<file path="src/rtl/fbo_pkg.sv">
// Package of constants and types for the flash bus host controller
package fbo_pkg;
   // ---------------------------------------------------------------
   // Clock and timing
   // ---------------------------------------------------------------
   localparam int unsigned CLK_PERIOD_PS      = 4000;
   localparam int unsigned ADDR_TO_DATA_NS    = 70;
   localparam int unsigned SELECT_TO_DATA_NS  = 70;
   localparam int unsigned IN_PAGE_NS         = 25;
   localparam int unsigned INIT_PULSE_MIN_NS  = 500;
   localparam int unsigned INIT_TO_READ_NS    = 50;
   localparam int unsigned WRITE_PULSE_NS     = 35;
   localparam int unsigned WRITE_HIGH_NS      = 30;
   // Least times round up to whole cycles
   localparam int unsigned ADDR_TO_DATA_CYC =
      (ADDR_TO_DATA_NS * 1000 + CLK_PERIOD_PS - 1) / CLK_PERIOD_PS;
   localparam int unsigned SELECT_TO_DATA_CYC =
      (SELECT_TO_DATA_NS * 1000 + CLK_PERIOD_PS - 1) / CLK_PERIOD_PS;
   localparam int unsigned IN_PAGE_CYC =
      (IN_PAGE_NS * 1000 + CLK_PERIOD_PS - 1) / CLK_PERIOD_PS;
   localparam int unsigned INIT_PULSE_CYC =
      (INIT_PULSE_MIN_NS * 1000 + CLK_PERIOD_PS - 1) / CLK_PERIOD_PS;
   localparam int unsigned INIT_TO_READ_CYC =
      (INIT_TO_READ_NS * 1000 + CLK_PERIOD_PS - 1) / CLK_PERIOD_PS;
   localparam int unsigned WRITE_PULSE_CYC =
      (WRITE_PULSE_NS * 1000 + CLK_PERIOD_PS - 1) / CLK_PERIOD_PS;
   localparam int unsigned WRITE_HIGH_CYC =
      (WRITE_HIGH_NS * 1000 + CLK_PERIOD_PS - 1) / CLK_PERIOD_PS;
   localparam int unsigned CNT_W = 8;

   // ---------------------------------------------------------------
   // Widths and address fields
   // ---------------------------------------------------------------
   localparam int unsigned ADDR_W     = 22;
   localparam int unsigned DATA_W     = 16;
   localparam int unsigned PAGE_LSB   = 3;
   localparam int unsigned BANK_LSB   = 19;
   localparam int unsigned REG_AW     = 4;
   localparam int unsigned REG_DW     = 32;

   // ---------------------------------------------------------------
   // Software register map (word indices)
   // ---------------------------------------------------------------
   localparam logic [REG_AW-1:0] REG_ADDR   = 4'h0;
   localparam logic [REG_AW-1:0] REG_WDATA  = 4'h1;
   localparam logic [REG_AW-1:0] REG_CMD    = 4'h2;
   localparam logic [REG_AW-1:0] REG_STATUS = 4'h3;
   localparam logic [REG_AW-1:0] REG_RDATA  = 4'h4;
   localparam logic [REG_AW-1:0] REG_CTRL   = 4'h5;

   // Command codes written to REG_CMD
   localparam logic [1:0] CMD_READ  = 2'h1;
   localparam logic [1:0] CMD_WRITE = 2'h2;
   localparam logic [1:0] CMD_RESET = 2'h3;

   // Control register fields
   localparam int unsigned CTRL_PROTECT_BIT = 0;
   localparam int unsigned CTRL_BOOST_BIT   = 1;
   localparam logic [1:0]  CTRL_RESET_VAL   = 2'h1;

   // Status register fields
   localparam int unsigned ST_BUSY_BIT    = 0;
   localparam int unsigned ST_FLASH_BIT   = 1;
   localparam int unsigned ST_PAGEHIT_BIT = 2;
   localparam int unsigned ST_BANK_LSB    = 4;

   // Bank codes
   typedef enum logic [1:0] {
      FBO_BANK_A, FBO_BANK_B, FBO_BANK_C, FBO_BANK_D
   } fbo_bank_t;
endpackage

</file>
<file path="src/rtl/fbo_host.sv">
// Host controller driving a banked asynchronous NOR flash bus
//
// Contract
// - Reads drive select and output gate low, write strobe high.
// - Command writes drive write strobe and select low, gate high.
// - Shortened program mode needs two write cycles, not four.
// - Boost only while programming; otherwise pin held at supply; this controller does not enforce it, the pin is control bits protect OR boost.
// - Host waits recovery delay after init high before reading.
// - Host reissues an aborted operation once device accepts commands; this controller does not, software resends it.
//
// Local design decisions: strobed register access and the register offsets.
`timescale 1ns/100ps
module fbo_host
   import fbo_pkg::*;
#(
   parameter int unsigned ACCESS_CYC = fbo_pkg::ADDR_TO_DATA_CYC,
   parameter int unsigned PAGE_CYC   = fbo_pkg::IN_PAGE_CYC
) (
   // Clock and reset
   input  wire logic                        ref_clk,
   input  wire logic                        rst,
   // Software register port
   input  wire logic [fbo_pkg::REG_AW-1:0]  reg_addr,
   input  wire logic [fbo_pkg::REG_DW-1:0]  reg_wdata,
   input  wire logic                        reg_wr,
   input  wire logic                        reg_rd,
   output logic      [fbo_pkg::REG_DW-1:0]  reg_rdata,
   // Flash control pins
   output logic                             flash_sel_n,
   output logic                             flash_gate_n,
   output logic                             flash_wr_n,
   output logic                             flash_init_n,
   output logic      [fbo_pkg::ADDR_W-1:0]  flash_addr,
   // Flash data bus, two-way
   input  wire logic [fbo_pkg::DATA_W-1:0]  flash_dq_in,
   output logic      [fbo_pkg::DATA_W-1:0]  flash_dq_out,
   output logic                             flash_dq_oe,
   // Protect pin: logic level plus separate boost qualifier
   output logic                             protect_boost_pin,
   output logic                             boost_voltage_level,
   // Busy line from the flash, open drain, low while busy
   input  wire logic                        busy_flag_n
);
   import fbo_pkg::*;

   // ------------------------------------------------------------
   // Types
   // ------------------------------------------------------------
   // Bus phases; one transfer at a time, software polls for idle
   typedef enum logic [2:0] {
      S_IDLE, S_READ, S_WR_LOW, S_WR_HIGH, S_INIT, S_RECOVER
   } fbo_phase_t;

   // Whole controller state in one record, registered as a unit
   typedef struct packed {
      fbo_phase_t               phase;
      logic [CNT_W-1:0]         cnt;
      logic [ADDR_W-1:0]        addr;
      logic [DATA_W-1:0]        wdata;
      logic [DATA_W-1:0]        rdata;
      logic                     sel_n;
      logic                     gate_n;
      logic                     wr_n;
      logic                     init_n;
      logic                     dq_oe;
      logic                     page_ok;
      logic [ADDR_W-1:PAGE_LSB] page;
      logic                     protect;
      logic                     boost;
      logic [REG_DW-1:0]        rd_q;
   } fbo_state_t;

   fbo_state_t st_ff;
   fbo_state_t nxt_st;
   logic       busy_sync_n;

   // ------------------------------------------------------------
   // Busy line synchroniser
   // ------------------------------------------------------------
   fbo_sync u_busy_sync (
      .ref_clk   (ref_clk),
      .rst       (rst),
      .pin_in    (busy_flag_n),
      .level_out (busy_sync_n)
   );

   // Bank decode used by the status register
   function automatic fbo_bank_t bank_of(input logic [ADDR_W-1:0] a);
      logic [2:0] hi;
      hi = a[ADDR_W-1:BANK_LSB];
      if (hi == 3'h0) begin
         bank_of = FBO_BANK_A;
      end else if (hi == 3'h7) begin
         bank_of = FBO_BANK_D;
      end else if (hi[2] == 1'b0) begin
         bank_of = FBO_BANK_B;
      end else begin
         bank_of = FBO_BANK_C;
      end
   endfunction

   // Truncate a timing constant to the counter width; only an input of zero is raised to one
   function automatic logic [CNT_W-1:0] cyc(input int unsigned n);
      cyc = (n < 1) ? CNT_W'(1) : CNT_W'(n);
   endfunction

   // True when the low two bits of the written word match the command code
   function automatic logic cmd_is(input logic [1:0] code,
                                   input logic [REG_DW-1:0] w);
      cmd_is = (w[1:0] == code);
   endfunction

   // ------------------------------------------------------------
   // Next-state logic
   // ------------------------------------------------------------
   always_comb begin
      nxt_st = st_ff;
      // Register writes; commands only accepted while idle
      if (reg_wr) begin
         unique case (reg_addr)
            REG_ADDR: begin
               nxt_st.addr = reg_wdata[ADDR_W-1:0];
            end
            REG_WDATA: begin
               nxt_st.wdata = reg_wdata[DATA_W-1:0];
            end
            REG_CTRL: begin
               nxt_st.protect = reg_wdata[CTRL_PROTECT_BIT];
               nxt_st.boost   = reg_wdata[CTRL_BOOST_BIT];
            end
            default: begin
            end
         endcase
      end
      // Boost stays under software control; the reset command also clears it
      unique case (st_ff.phase)
         S_IDLE: begin
            // One command per idle period; busy-time commands are dropped
            if (reg_wr && reg_addr == REG_CMD) begin
               if (cmd_is(CMD_READ, reg_wdata)) begin
                  // Same page with chip still selected: short delay
                  // A dropped select in between forces the full delay
                  if (st_ff.page_ok && !st_ff.sel_n &&
                      st_ff.page == st_ff.addr[ADDR_W-1:PAGE_LSB]) begin
                     nxt_st.cnt = cyc(PAGE_CYC);
                  end else begin
                     nxt_st.cnt = cyc(ACCESS_CYC);
                  end
                  nxt_st.sel_n  = 1'b0;
                  nxt_st.gate_n = 1'b0;
                  nxt_st.wr_n   = 1'b1;
                  nxt_st.dq_oe  = 1'b0;
                  nxt_st.phase  = S_READ;
               end else if (cmd_is(CMD_WRITE, reg_wdata)) begin
                  // One bus cycle per command; software sends the
                  // two or four cycles of a program sequence itself
                  nxt_st.gate_n  = 1'b1;
                  nxt_st.sel_n   = 1'b0;
                  nxt_st.wr_n    = 1'b0;
                  nxt_st.dq_oe   = 1'b1;
                  nxt_st.page_ok = 1'b0;
                  nxt_st.cnt     = cyc(WRITE_PULSE_CYC);
                  nxt_st.phase   = S_WR_LOW;
               end else if (cmd_is(CMD_RESET, reg_wdata)) begin
                  // Boost dropped so the high level never outlives
                  // an aborted operation
                  nxt_st.init_n  = 1'b0;
                  nxt_st.sel_n   = 1'b1;
                  nxt_st.gate_n  = 1'b1;
                  nxt_st.boost   = 1'b0;
                  nxt_st.page_ok = 1'b0;
                  nxt_st.cnt     = cyc(INIT_PULSE_CYC);
                  nxt_st.phase   = S_INIT;
               end
            end
         end
         S_READ: begin
            // Count down the access time chosen at the command
            if (st_ff.cnt > CNT_W'(1)) begin
               nxt_st.cnt = st_ff.cnt - CNT_W'(1);
            end else begin
               // Sample data; keep select low so the page stays open
               nxt_st.rdata   = flash_dq_in;
               nxt_st.gate_n  = 1'b1;
               nxt_st.page    = st_ff.addr[ADDR_W-1:PAGE_LSB];
               nxt_st.page_ok = 1'b1;
               nxt_st.phase   = S_IDLE;
            end
         end
         S_WR_LOW: begin
            // Write strobe held low for the pulse width
            if (st_ff.cnt > CNT_W'(1)) begin
               nxt_st.cnt = st_ff.cnt - CNT_W'(1);
            end else begin
               // Rising write strobe latches the data word
               nxt_st.wr_n  = 1'b1;
               nxt_st.cnt   = cyc(WRITE_HIGH_CYC);
               nxt_st.phase = S_WR_HIGH;
            end
         end
         S_WR_HIGH: begin
            // Select and data kept while the hold time runs
            if (st_ff.cnt > CNT_W'(1)) begin
               nxt_st.cnt = st_ff.cnt - CNT_W'(1);
            end else begin
               // Deselect is safe: a started operation runs on
               nxt_st.sel_n = 1'b1;
               nxt_st.dq_oe = 1'b0;
               nxt_st.phase = S_IDLE;
            end
         end
         S_INIT: begin
            // Init held low for at least the minimum pulse width
            if (st_ff.cnt > CNT_W'(1)) begin
               nxt_st.cnt = st_ff.cnt - CNT_W'(1);
            end else begin
               nxt_st.init_n = 1'b1;
               nxt_st.cnt    = cyc(INIT_TO_READ_CYC);
               nxt_st.phase  = S_RECOVER;
            end
         end
         S_RECOVER: begin
            // Wait recovery, then for busy high: reset done
            if (st_ff.cnt > CNT_W'(1)) begin
               nxt_st.cnt = st_ff.cnt - CNT_W'(1);
            end else if (busy_sync_n) begin
               // Commands accepted again; software must resend aborted work
               nxt_st.phase = S_IDLE;
            end
         end
         default: begin
            nxt_st.phase = S_IDLE;
         end
      endcase
      // Registered read data for the software port
      // Zero outside the read slot and for unmapped indices
      nxt_st.rd_q = '0;
      if (reg_rd) begin
         unique case (reg_addr)
            REG_ADDR:   nxt_st.rd_q = REG_DW'(st_ff.addr);
            REG_WDATA:  nxt_st.rd_q = REG_DW'(st_ff.wdata);
            REG_RDATA:  nxt_st.rd_q = REG_DW'(st_ff.rdata);
            REG_CTRL: begin
               nxt_st.rd_q[CTRL_PROTECT_BIT] = st_ff.protect;
               nxt_st.rd_q[CTRL_BOOST_BIT]   = st_ff.boost;
            end
            REG_STATUS: begin
               nxt_st.rd_q[ST_BUSY_BIT]    = (st_ff.phase != S_IDLE);
               nxt_st.rd_q[ST_FLASH_BIT]   = ~busy_sync_n;
               nxt_st.rd_q[ST_PAGEHIT_BIT] = st_ff.page_ok;
               nxt_st.rd_q[ST_BANK_LSB +: 2] = bank_of(st_ff.addr);
            end
            default:    nxt_st.rd_q = '0;
         endcase
      end
   end

   // ------------------------------------------------------------
   // State register: flash deselected, init released at reset
   // ------------------------------------------------------------
   always_ff @(posedge ref_clk or posedge rst) begin
      if (rst) begin
         st_ff         <= '0;
         st_ff.phase   <= S_IDLE;
         st_ff.sel_n   <= 1'b1;
         st_ff.gate_n  <= 1'b1;
         st_ff.wr_n    <= 1'b1;
         st_ff.init_n  <= 1'b1;
         st_ff.protect <= CTRL_RESET_VAL[CTRL_PROTECT_BIT];
         st_ff.boost   <= CTRL_RESET_VAL[CTRL_BOOST_BIT];
      end else begin
         st_ff <= nxt_st;
      end
   end

   // ------------------------------------------------------------
   // Outputs, all from flops
   // ------------------------------------------------------------
   assign reg_rdata           = st_ff.rd_q;
   assign flash_sel_n         = st_ff.sel_n;
   assign flash_gate_n        = st_ff.gate_n;
   assign flash_wr_n          = st_ff.wr_n;
   assign flash_init_n        = st_ff.init_n;
   assign flash_addr          = st_ff.addr;
   assign flash_dq_out        = st_ff.wdata;
   assign flash_dq_oe         = st_ff.dq_oe;
   // Pin is protect OR boost; boost qualifier also on its own output
   assign protect_boost_pin   = st_ff.protect | st_ff.boost;
   assign boost_voltage_level = st_ff.boost;
endmodule

</file>
<file path="src/rtl/fbo_sync.sv">
// Three-flop synchroniser with agreement filter for one pin
`timescale 1ns/100ps
module fbo_sync (
   // Clock and reset
   input  wire logic ref_clk,
   input  wire logic rst,
   // Pin and filtered level
   input  wire logic pin_in,
   output logic      level_out
);
   typedef struct packed {
      logic s1;
      logic s2;
      logic s3;
      logic lvl;
   } fbo_sync_state_t;

   fbo_sync_state_t st_ff;
   fbo_sync_state_t nxt_st;

   // Shift chain; level changes only when flops two and three agree
   always_comb begin
      nxt_st     = st_ff;
      nxt_st.s1  = pin_in;
      nxt_st.s2  = st_ff.s1;
      nxt_st.s3  = st_ff.s2;
      if (st_ff.s2 == st_ff.s3) begin
         nxt_st.lvl = st_ff.s3;
      end
   end

   // Reset to the idle-high level of an open-drain busy line
   always_ff @(posedge ref_clk or posedge rst) begin
      if (rst) begin
         st_ff <= '{s1: 1'b1, s2: 1'b1, s3: 1'b1, lvl: 1'b1};
      end else begin
         st_ff <= nxt_st;
      end
   end

   assign level_out = st_ff.lvl;
endmodule

</file>
<file path="config.mk">
export PLATFORM = sky130hd
export DESIGN_NAME = fbo_host
export DESIGN_NICKNAME = d
export VERILOG_FILES = /design/src/rtl/fbo_pkg.sv /design/src/rtl/fbo_host.sv /design/src/rtl/fbo_sync.sv
export SDC_FILE = /design/constraint.sdc
export NUM_CORES = 1
export LEC_CHECK = 0
export BUFFER_PORTS_ARGS = -buffer_cell sky130_fd_sc_hd__buf_4
export CELL_PAD_IN_SITES_DETAIL_PLACEMENT = 1
export CELL_PAD_IN_SITES_GLOBAL_PLACEMENT = 1
export CORE_UTILIZATION = 39
export CTS_CLUSTER_SIZE = 14
export DETAILED_ROUTE_END_ITERATION = 16
export PLACE_DENSITY_LB_ADDON = 0.2
export SLEW_MARGIN = 10
export SYNTH_ARGS = -nofsm -noshare
export SYNTH_HDL_FRONTEND = slang
export SYNTH_HIERARCHICAL = 1
export SYNTH_SLANG_ARGS = --single-unit
</file>
<file path="constraint.sdc">
create_clock -name ref_clk -period 3.8 [get_ports ref_clk]
set_input_delay 0.76 -clock ref_clk [delete_from_list [all_inputs] [get_ports ref_clk]]
set_output_delay 0.76 -clock ref_clk [all_outputs]
set_load 0.01 [all_outputs]
</file>
# Word level (Yosys, flattened, before mapping)
# Cells that the tools add are included.
dict set report word_totals {
  ramBits 0
  memories 0
  output_inout_bits 77
  register_bits 128
  mem_bits_ro 0
  latchBits 0
  elab_cells 134
  in_bits 57
}
dict set report classes {
  div_mod_pow 0
  n_reduce_logical 27
  multipliers 0
  bitwise 3
  n_eq_ne 31
  n_lt_le_gt_ge 1
  n_shift 0
  n_addsub 1
  n_mux 52
}
# operator n
set op_table {}
lappend op_table {{one-hot mux 16 bit (3 select lines)} 1}
lappend op_table {{two-way mux 11 bit} 4}
lappend op_table {{one-hot mux 8 bit (4 select lines)} 1}
lappend op_table {{two-way mux 8 bit} 3}
lappend op_table {{two-way mux 22 bit} 1}
lappend op_table {{two-way mux 20 bit} 1}
lappend op_table {{!= test 2 bit, second input constant} 10}
lappend op_table {{AND reduction 4 bit} 5}
lappend op_table {{equality test 19 bit} 1}
lappend op_table {{two-way mux 3 bit} 6}
lappend op_table {{two-way mux 1 bit} 17}
lappend op_table {{one-hot mux 3 bit (5 select lines)} 1}
lappend op_table {{one-hot mux 1 bit (2 select lines)} 6}
lappend op_table {{two-way mux 2 bit} 5}
lappend op_table {{one-hot mux 2 bit (5 select lines)} 1}
lappend op_table {{equality test 3 bit, second input constant} 3}
lappend op_table {{equality test 4 x 2 -> 1 bit, second input constant} 2}
lappend op_table {{equality test 4 x 3 -> 1 bit, second input constant} 2}
lappend op_table {{> comparator 8 x 1 -> 1 bit, second input constant} 1}
lappend op_table {{one-hot mux 2 bit (4 select lines)} 1}
lappend op_table {{AND reduction 2 bit} 4}
lappend op_table {{nonzero test 2 bit} 4}
lappend op_table {{subtractor 8 x 1 -> 8 bit, second input constant} 1}
lappend op_table {{AND reduction 7 bit} 1}
lappend op_table {{other kinds (25)} 33}

# Longest topological paths before layout
# Gate-level depths: netlist (run 1).
dict set report depth {
  depth_word 8
  depth_mapped 8
}

# By module
# Netlist (run 1), hierarchy kept.
# module area_per_inst_um2 seq_area_each_um2 instances cells_each
set modules_own_cells {}
lappend modules_own_cells {fbo_host 6007.0 2859.0 1 511}
lappend modules_own_cells {fbo_sync 120.1 105.1 1 6}

# Least setup slack after synthesis (run 1)
# No wires, ideal clock.
dict set report synth_path {
  path_type {in2reg}
  start {input port reg_wdata[0] (netlist bit)}
  end {register st_ff[120] (netlist bit)}
  slack_ns 1.331
  cell_stages 7
  t_required_ns 3.717
  arrival_time_ns 2.386
  path_buffers 0
  path_cell_list {inv_1 ha_1 nor2b_1 o31ai_2 nand3_2 or4_1 o21ai_0}
}
dict set report synth_via {
  elab_chain_len 5
}
# element line
set synth_rtl {}
lappend synth_rtl {{from (decl)} fbo_host.sv:24} ;# input wire logic [fbo_pkg::REG_DW-1:0] reg_wdata,
lappend synth_rtl {{equality test 2 bit} fbo_host.sv:110} ;# cmd_is = (w[1:0] == code);
lappend synth_rtl {{two-way mux 11 bit} fbo_host.sv:154} ;# end else if (cmd_is(CMD_WRITE, reg_wdata)) begin
lappend synth_rtl {{two-way mux 11 bit} fbo_host.sv:140} ;# if (cmd_is(CMD_READ, reg_wdata)) begin
lappend synth_rtl {{two-way mux 11 bit} fbo_host.sv:139} ;# if (reg_wr && reg_addr == REG_CMD) begin
lappend synth_rtl {{one-hot mux 8 bit (4 select lines)} fbo_host.sv:136} ;# unique case (st_ff.phase)
lappend synth_rtl {{to (signal assigned)} fbo_host.sv:272} ;# st_ff <= nxt_st;
lappend synth_rtl {{to (decl)} fbo_host.sv:73} ;# fbo_state_t st_ff;
# Parallel ways exist; a longest one is shown, timed or not. The select of a mux whose other input is x is not followed.
# A chain may end at the register's enable or synchronous reset.

# Worst setup path in the final report (run 1)
dict set report layout_path {
  start {register st_ff[116] (netlist bit)}
  end {register st_ff[68] (netlist bit)}
}
dict set report layout_via {
  elab_chain_len 3
}
# element line
set layout_rtl {}
lappend layout_rtl {{> comparator 8 x 1 -> 1 bit} fbo_host.sv:179} ;# if (st_ff.cnt > CNT_W'(1)) begin
lappend layout_rtl {{inverter 1 bit (no source line)} n/a}
lappend layout_rtl {{AND reduction 2 bit (no source line)} n/a}
# No other way between the ends.

==> impl_metrics.tcl, run 1 <==
set metrics [dict create \
    status "finished, final reports clean" \
    yosysWarnings 6 \
    fmax_mhz 352.6 \
    nFillCells 1605 \
    finalClockSkew_ns 0.01378 \
    worstHoldPathType "reg -> reg" \
    post_layout_nonfiller_instances 793 \
    rows 45 \
    hold_start "u_busy_sync/nxt_st[2]" \
    clkLatencyLatePin_ns 0.42 \
    cap_violations 0 \
    fin_crit_ns 2.836 \
    yosysMostFrequentCell "dfrtp_1" \
    ir_drop_v 0.0003839 \
    cp_max_fo 36 \
    drt-vias-per-instance 5.160 \
    required_ns 4.09 \
    clock_sink_count 118 \
    dpl_cell_area_um2 6691 \
    relSlewSlack_pct 21.21 \
    numPortBuffers 113 \
    synth_xor_area_share_pct 3.145 \
    place_hpwl_um 10510 \
    rsz0062_at_grt "false" \
    ys_types 58 \
    setup_ws_ns 0.9639 \
    die_h_um 127.3 \
    arrival_ns 3.13 \
    cts_buffers 17 \
    critPathCaptureType "register" \
    yosys-top-cells-count "dfrtp_1, buf_4, mux2_2" \
    grt_overflow 0 \
    grt_max_degree 60 \
    yosysSeqAreaShare_pct 48.38 \
    die_area_um2 16220 \
    cts_root_buf "clkbuf_16" \
    ctsHoldBuffers 0 \
    detail_route.iter0.violations 232 \
    syn-instance-count 517 \
    pre_cts_slack_ns 0.6526 \
    synthSimpleGateAreaFrac_pct 9.639 \
    synthFlopType "dfrtp_1" \
    cp-startpoint "st_ff[116]" \
    synth-edff-count 0 \
    core_area_um2 15260 \
    clkTransAtPathRegs_ns 0.05 \
    areaGrowthSynthToFinish_pct 18.48 \
    drive_gt1_share_pct 42.61 \
    post-route-period-util_pct 74.63 \
    cts_setup_buffers 0 \
    final_area_um2 7259 \
    synthArstFlopShare_pct 100.0 \
    leakagePower_nw 3.494 \
    initial_core_util_pct 40.16 \
    synth_adder_area_share_pct 1.409 \
    die_w_um 127.3 \
    vias 4092 \
    nets 636 \
    grtUsageTotal_pct 20.04 \
    htree_levels 4 \
    synth.area.top_cells "dfrtp_1, mux2_2, buf_4" \
    post_drt_wl_per_cell_um 18.92 \
    finalHoldViolations 0 \
    synth_top_cell_by_area "dfrtp_1" \
    gp_congestion 0.8202 \
    timing_worst_setup_path_type "reg -> reg" \
    timing.setup.tns_ns 0 \
    r2r_cells 4 \
    io_pins 134 \
    n_antenna_cell 0 \
    hold_depth 0 \
    start_kind "register" \
    ys_ff_latch 118 \
    grt_pass1_vias 4314 \
    routed_wl_um 15000 \
    dp.cells 765 \
    grt_first_pass_wirelength_um 24230 \
    synth_compound_area_share_pct 8.495 \
    syn_avg_cell_area_um2 11.85 \
    worst-slew-pin-transition_ns 1.166 \
    synth_top_family_by_area "multiplexers" \
    finalSetupViolCount 0 \
    route.detailed.drc 0 \
    grt_antenna_before_repair 0 \
    clock_path_buffers 2 \
    yosysTopAreaCellShare_pct 44.52 \
    synth.area.mux_share_pct 17.73 \
    powerDensity_nw_per_um2 668.2 \
    cts-resized-gates 0 \
    slew_violations 0 \
    cts_tree "yes" \
    synth.cell_area_um2 6127 \
    worst_r2r_startpoint "st_ff[116]" \
    detail-route-antenna-nets 0 \
    dr.pass1.iters 4 \
]
==> power by group <==
part / internal, mW / switching (mW) / total (mW)
clock: 1.05 / 0.526 / 1.57
sequential: 1.60 / 0.351 / 1.95
combinational: 0.738 / 0.593 / 1.33
total: 3.38 / 1.47 / 4.85
==> kinds of logic (layout without fill, tap and decap cells) <==
kind of cell / count (synthesis) / after routing
AOI/OAI and AO/OA: 78 / 78
DFF: 118 / 118
other: 1 / 10
adders and majority gates: 7 / 7
muxes: 87 / 87
buffers and inverters: 104 / 160
and+or+nand+nor: 100 / 100
xor gates and xnor gates: 22 / 22
==> area by class of cell <==
| class | instances | area (um2) | share of cell area, % |
|---|---|---|---|
| sequential | 118 | 2964 | 40.83 |
| tap | 211 | 264.0 | 3.637 |
| multi-input combinational | 304 | 2514 | 34.63 |
| clock buffer | 23 | 467.9 | 6.446 |
| clock inverter | 5 | 100.1 | 1.379 |
| timing repair buffer | 117 | 890.9 | 12.27 |
| inverter | 15 | 58.81 | 0.8101 |
==> worst paths after layout <==
kind | endpoint | slack (ns)
min in group asynchronous | u_busy_sync/nxt_st[2] | 0.44
max in group asynchronous | flash_gate_n | 2.49
setup / recovery | st_ff[68] | 0.96
setup reg to reg | st_ff[68] | 0.96
hold reg to reg | u_busy_sync/nxt_st[1] | 0.35
hold / removal | u_busy_sync/nxt_st[1] | 0.35
==> registers in the layout, indices dropped and copies added, names as in the netlist <==
name                   count
boost_voltage_level        1
flash_dq_out              16
flash_gate_n               1
flash_wr_n                 1
u_busy_sync/st_ff          1
u_busy_sync/level_out      1
u_busy_sync/nxt_st         2
flash_init_n               1
flash_dq_oe                1
flash_sel_n                1
reg_rdata                 22
flash_addr                22
st_ff                     48
==> cell usage in the layout (no fill, tap or decap), drive strengths merged, types with 6 or more instances in the layout <==
master	instances
dfstp	9
buf	117
nor3	8
nor2b	12
xor2	17
nand2	21
and3	10
ha	6
nand3	7
clkbuf	23
nor2	11
a21oi	20
o21ai	15
inv	15
dfrtp	109
conb	10
mux2	85
a22oi	14
nor4	7
==> routing by layer <==
| layer | global-route usage (%) | wire length (um) | vias up |
|---|---|---|---|
| li1 | - | - | 1867 |
| met1 | 27.74 | 7081 | 2092 |
| met2 | 29.80 | 6840 | 115 |
| met3 | 5.067 | 790 | 18 |
| met4 | 8.403 | 290 | 0 |
| met5 | 0 | 0 | - |
==> metrics by stage <==
stage	power (mW)	hold WS, ns	util, %
final	4.851	0.3542	47.58
after global routing	5.131	0.3590	47.58
after CTS	4.902	0.3550	47.58
after detailed placement	3.292	0.3478	43.85
after global placement	3.231	0.3456	43.85
after floorplan	2.925	0.3452	-
==> critical path, cell delays in order, from the launching register on <==
cell     delay, ns
dfrtp_1       0.44
or4_4         0.60
nor3_4        0.46
nand3_4       0.66
mux2_4        0.53
No activity file was read; power rests on OpenSTA's default activity.
==> inputs of run 2 (changes only) <==
Clock period 3.8 ns to 2.6 ns, I/O delays scaled along.
==> impl_metrics.tcl, run 2 (synthesized netlist as in run 1, its figures left out) <==
set metrics [dict create \
    nFillCells 1581 \
    drive_gt1_share_pct 44.20 \
    finalClockSkew_ns 0.009546 \
    worst_r2r_startpoint "st_ff[116]" \
    final_util_pct 48.36 \
    detail-route-antenna-nets 0 \
    relSlewSlack_pct 51.34 \
    critPathCaptureType "register" \
    grtUsageTotal_pct 20.23 \
    ff_latch_area_um2 2964 \
    finalHoldViolations 0 \
    start_kind "register" \
    drt-vias-per-instance 5.154 \
    grt_overflow 0 \
    powerDensity_nw_per_um2 978.9 \
    post_drt_wl_per_cell_um 19.24 \
    cp-startpoint "st_ff[116]" \
    p_int_mw 5.013 \
    leakagePower_nw 3.557 \
    ir_drop_v 0.0004950 \
    areaGrowthSynthToFinish_pct 20.44 \
    core_area_um2 15260 \
    die_w_um 127.3 \
    arrival_ns 2.64 \
    fmax_mhz 426.1 \
    status "finished, final reports clean" \
    finalSetupViolCount 0 \
    htree_levels 4 \
    detail_route.iter0.violations 271 \
    worstHoldPathType "in -> async" \
    gp_congestion 0.8028 \
    ctsHoldBuffers 0 \
    clock_path_buffers 2 \
    final_common_cell "buf_4" \
    largest_reg_flops 48 \
    clkLatencyLatePin_ns 0.42 \
    power_frac_seq_pct 39.0 \
    route.detailed.drc 0 \
    multiInputGateArea_um2 2514 \
    p_sw_mw 2.211 \
    regMostFlops "st_ff" \
    grt_pass1_vias 4372 \
    cts_tree "yes" \
    worst-slew-pin-transition_ns 0.7298 \
    required_ns 2.90 \
    cp_max_fo 36 \
    die_h_um 127.3 \
    n_antenna_cell 0 \
    place_hpwl_um 10440 \
    cts_buffers 17 \
    numPortBuffers 113 \
    cpPeakStageDelay_ns 0.60 \
    timing.setup.tns_ns 0 \
    cts_setup_buffers 0 \
    clock_sink_count 118 \
    worstPathCellList "or4_4, nor3_4, nand3_4, buf_12, mux2_4" \
    slew_violations 0 \
    fin_crit_ns 2.347 \
    setup_ws_ns 0.2534 \
    dr.pass1.iters 5 \
    grt_antenna_before_repair 0 \
    nets 646 \
    rsz0062_at_grt "false" \
    grt_max_degree 115 \
    post-route-period-util_pct 90.25 \
    grt_first_pass_wirelength_um 24430 \
    vias 4154 \
    io_pins 134 \
    p_comb_share_pct 27.9 \
    rows 45 \
    cts_root_buf "clkbuf_16" \
    initial_core_util_pct 40.16 \
    clkTransAtPathRegs_ns 0.05 \
    layout_common_cells "buf_4, dfrtp_1, mux2_2" \
    routed_wl_um 15510 \
    p_sw_share_pct 30.61 \
    die_area_um2 16220 \
    clockPowerShare_pct 33.1 \
    cap_violations 0 \
    cp_slowest_cell "or4_4" \
    cts-resized-gates 0 \
    pre_cts_slack_ns 0.2367 \
    timing_worst_setup_path_type "reg -> reg" \
]
-- run 2: cell count changes in the layout (fill, tap and decap cells not counted), sizes merged --
cell / before / now
clkbuf: 23 / 22
buf: 117 / 127
inv: 15 / 14
clkinvlp: 0 / 3
clkinv: 2 / 4
-- run 2: final timing paths --
kind                                    endpoint  slack [ns]  cells after the start
setup / recovery                       st_ff[35]        0.25                      5
hold / removal             u_busy_sync/level_out        0.21                      2
setup reg to reg                       st_ff[35]        0.25                      5
hold reg to reg            u_busy_sync/nxt_st[1]        0.36                      0
max in group asynchronous              st_ff[60]        1.81                      3
min in group ref_clk       u_busy_sync/nxt_st[2]        0.21                      1
-- run 2: power groups by stage --
stage / Combinational [mW] / Sequential [mW] / Clock [mW]
floorplan: 1.60 / 2.67 / 0
global placement: 1.96 / 2.80 / 0
detailed placement: 2.01 / 2.84 / 0
CTS: 2.04 / 2.82 / 2.45
global route: 2.21 / 2.89 / 2.53
finish: 2.02 / 2.82 / 2.39
-- run 2: through the flow --
| step | total power [mW] | cell area (um2) | cells | hold WS (ns) |
|---|---|---|---|---|
| floorplan | 4.275 | 6165 | 526 | 0.3452 |
| global placement | 4.761 | 6780 | 775 | 0.3455 |
| detailed placement | 4.847 | 6780 | 775 | 0.3475 |
| CTS | 7.306 | 7380 | 806 | 0.1880 |
| global route | 7.634 | 7380 | 806 | 0.1892 |
| finish | 7.224 | 7380 | 806 | 0.2100 |
-- run 2: worst max-delay path: cells and delay by family, from the launching register on --
| family | cells | cell delay [ns] |
|---|---|---|
| buf+inv | 1 | 0.22 |
| flops | 1 | 0.44 |
| mux | 1 | 0.33 |
| simple gates | 3 | 1.20 |
-- run 2: cell type report --
cell class	instances	share of cell area (%)
Multi-Input combinational cell	304	34.06
Clock buffer	22	6.426
Timing Repair Buffer	127	13.26
Clock inverter	9	1.695
Inverter	15	0.8138
Tap cell	211	3.577
Sequential cell	118	40.17
-- run 2: metal layers --
layer / routed length [um] / track usage, % / up-vias
met4: 211 / 7.493 / 0
li1: - / - / 1890
met2: 7273 / 31.02 / 118
met3: 1019 / 5.863 / 19
met5: 0 / 0 / -
met1: 7003 / 27.11 / 2127
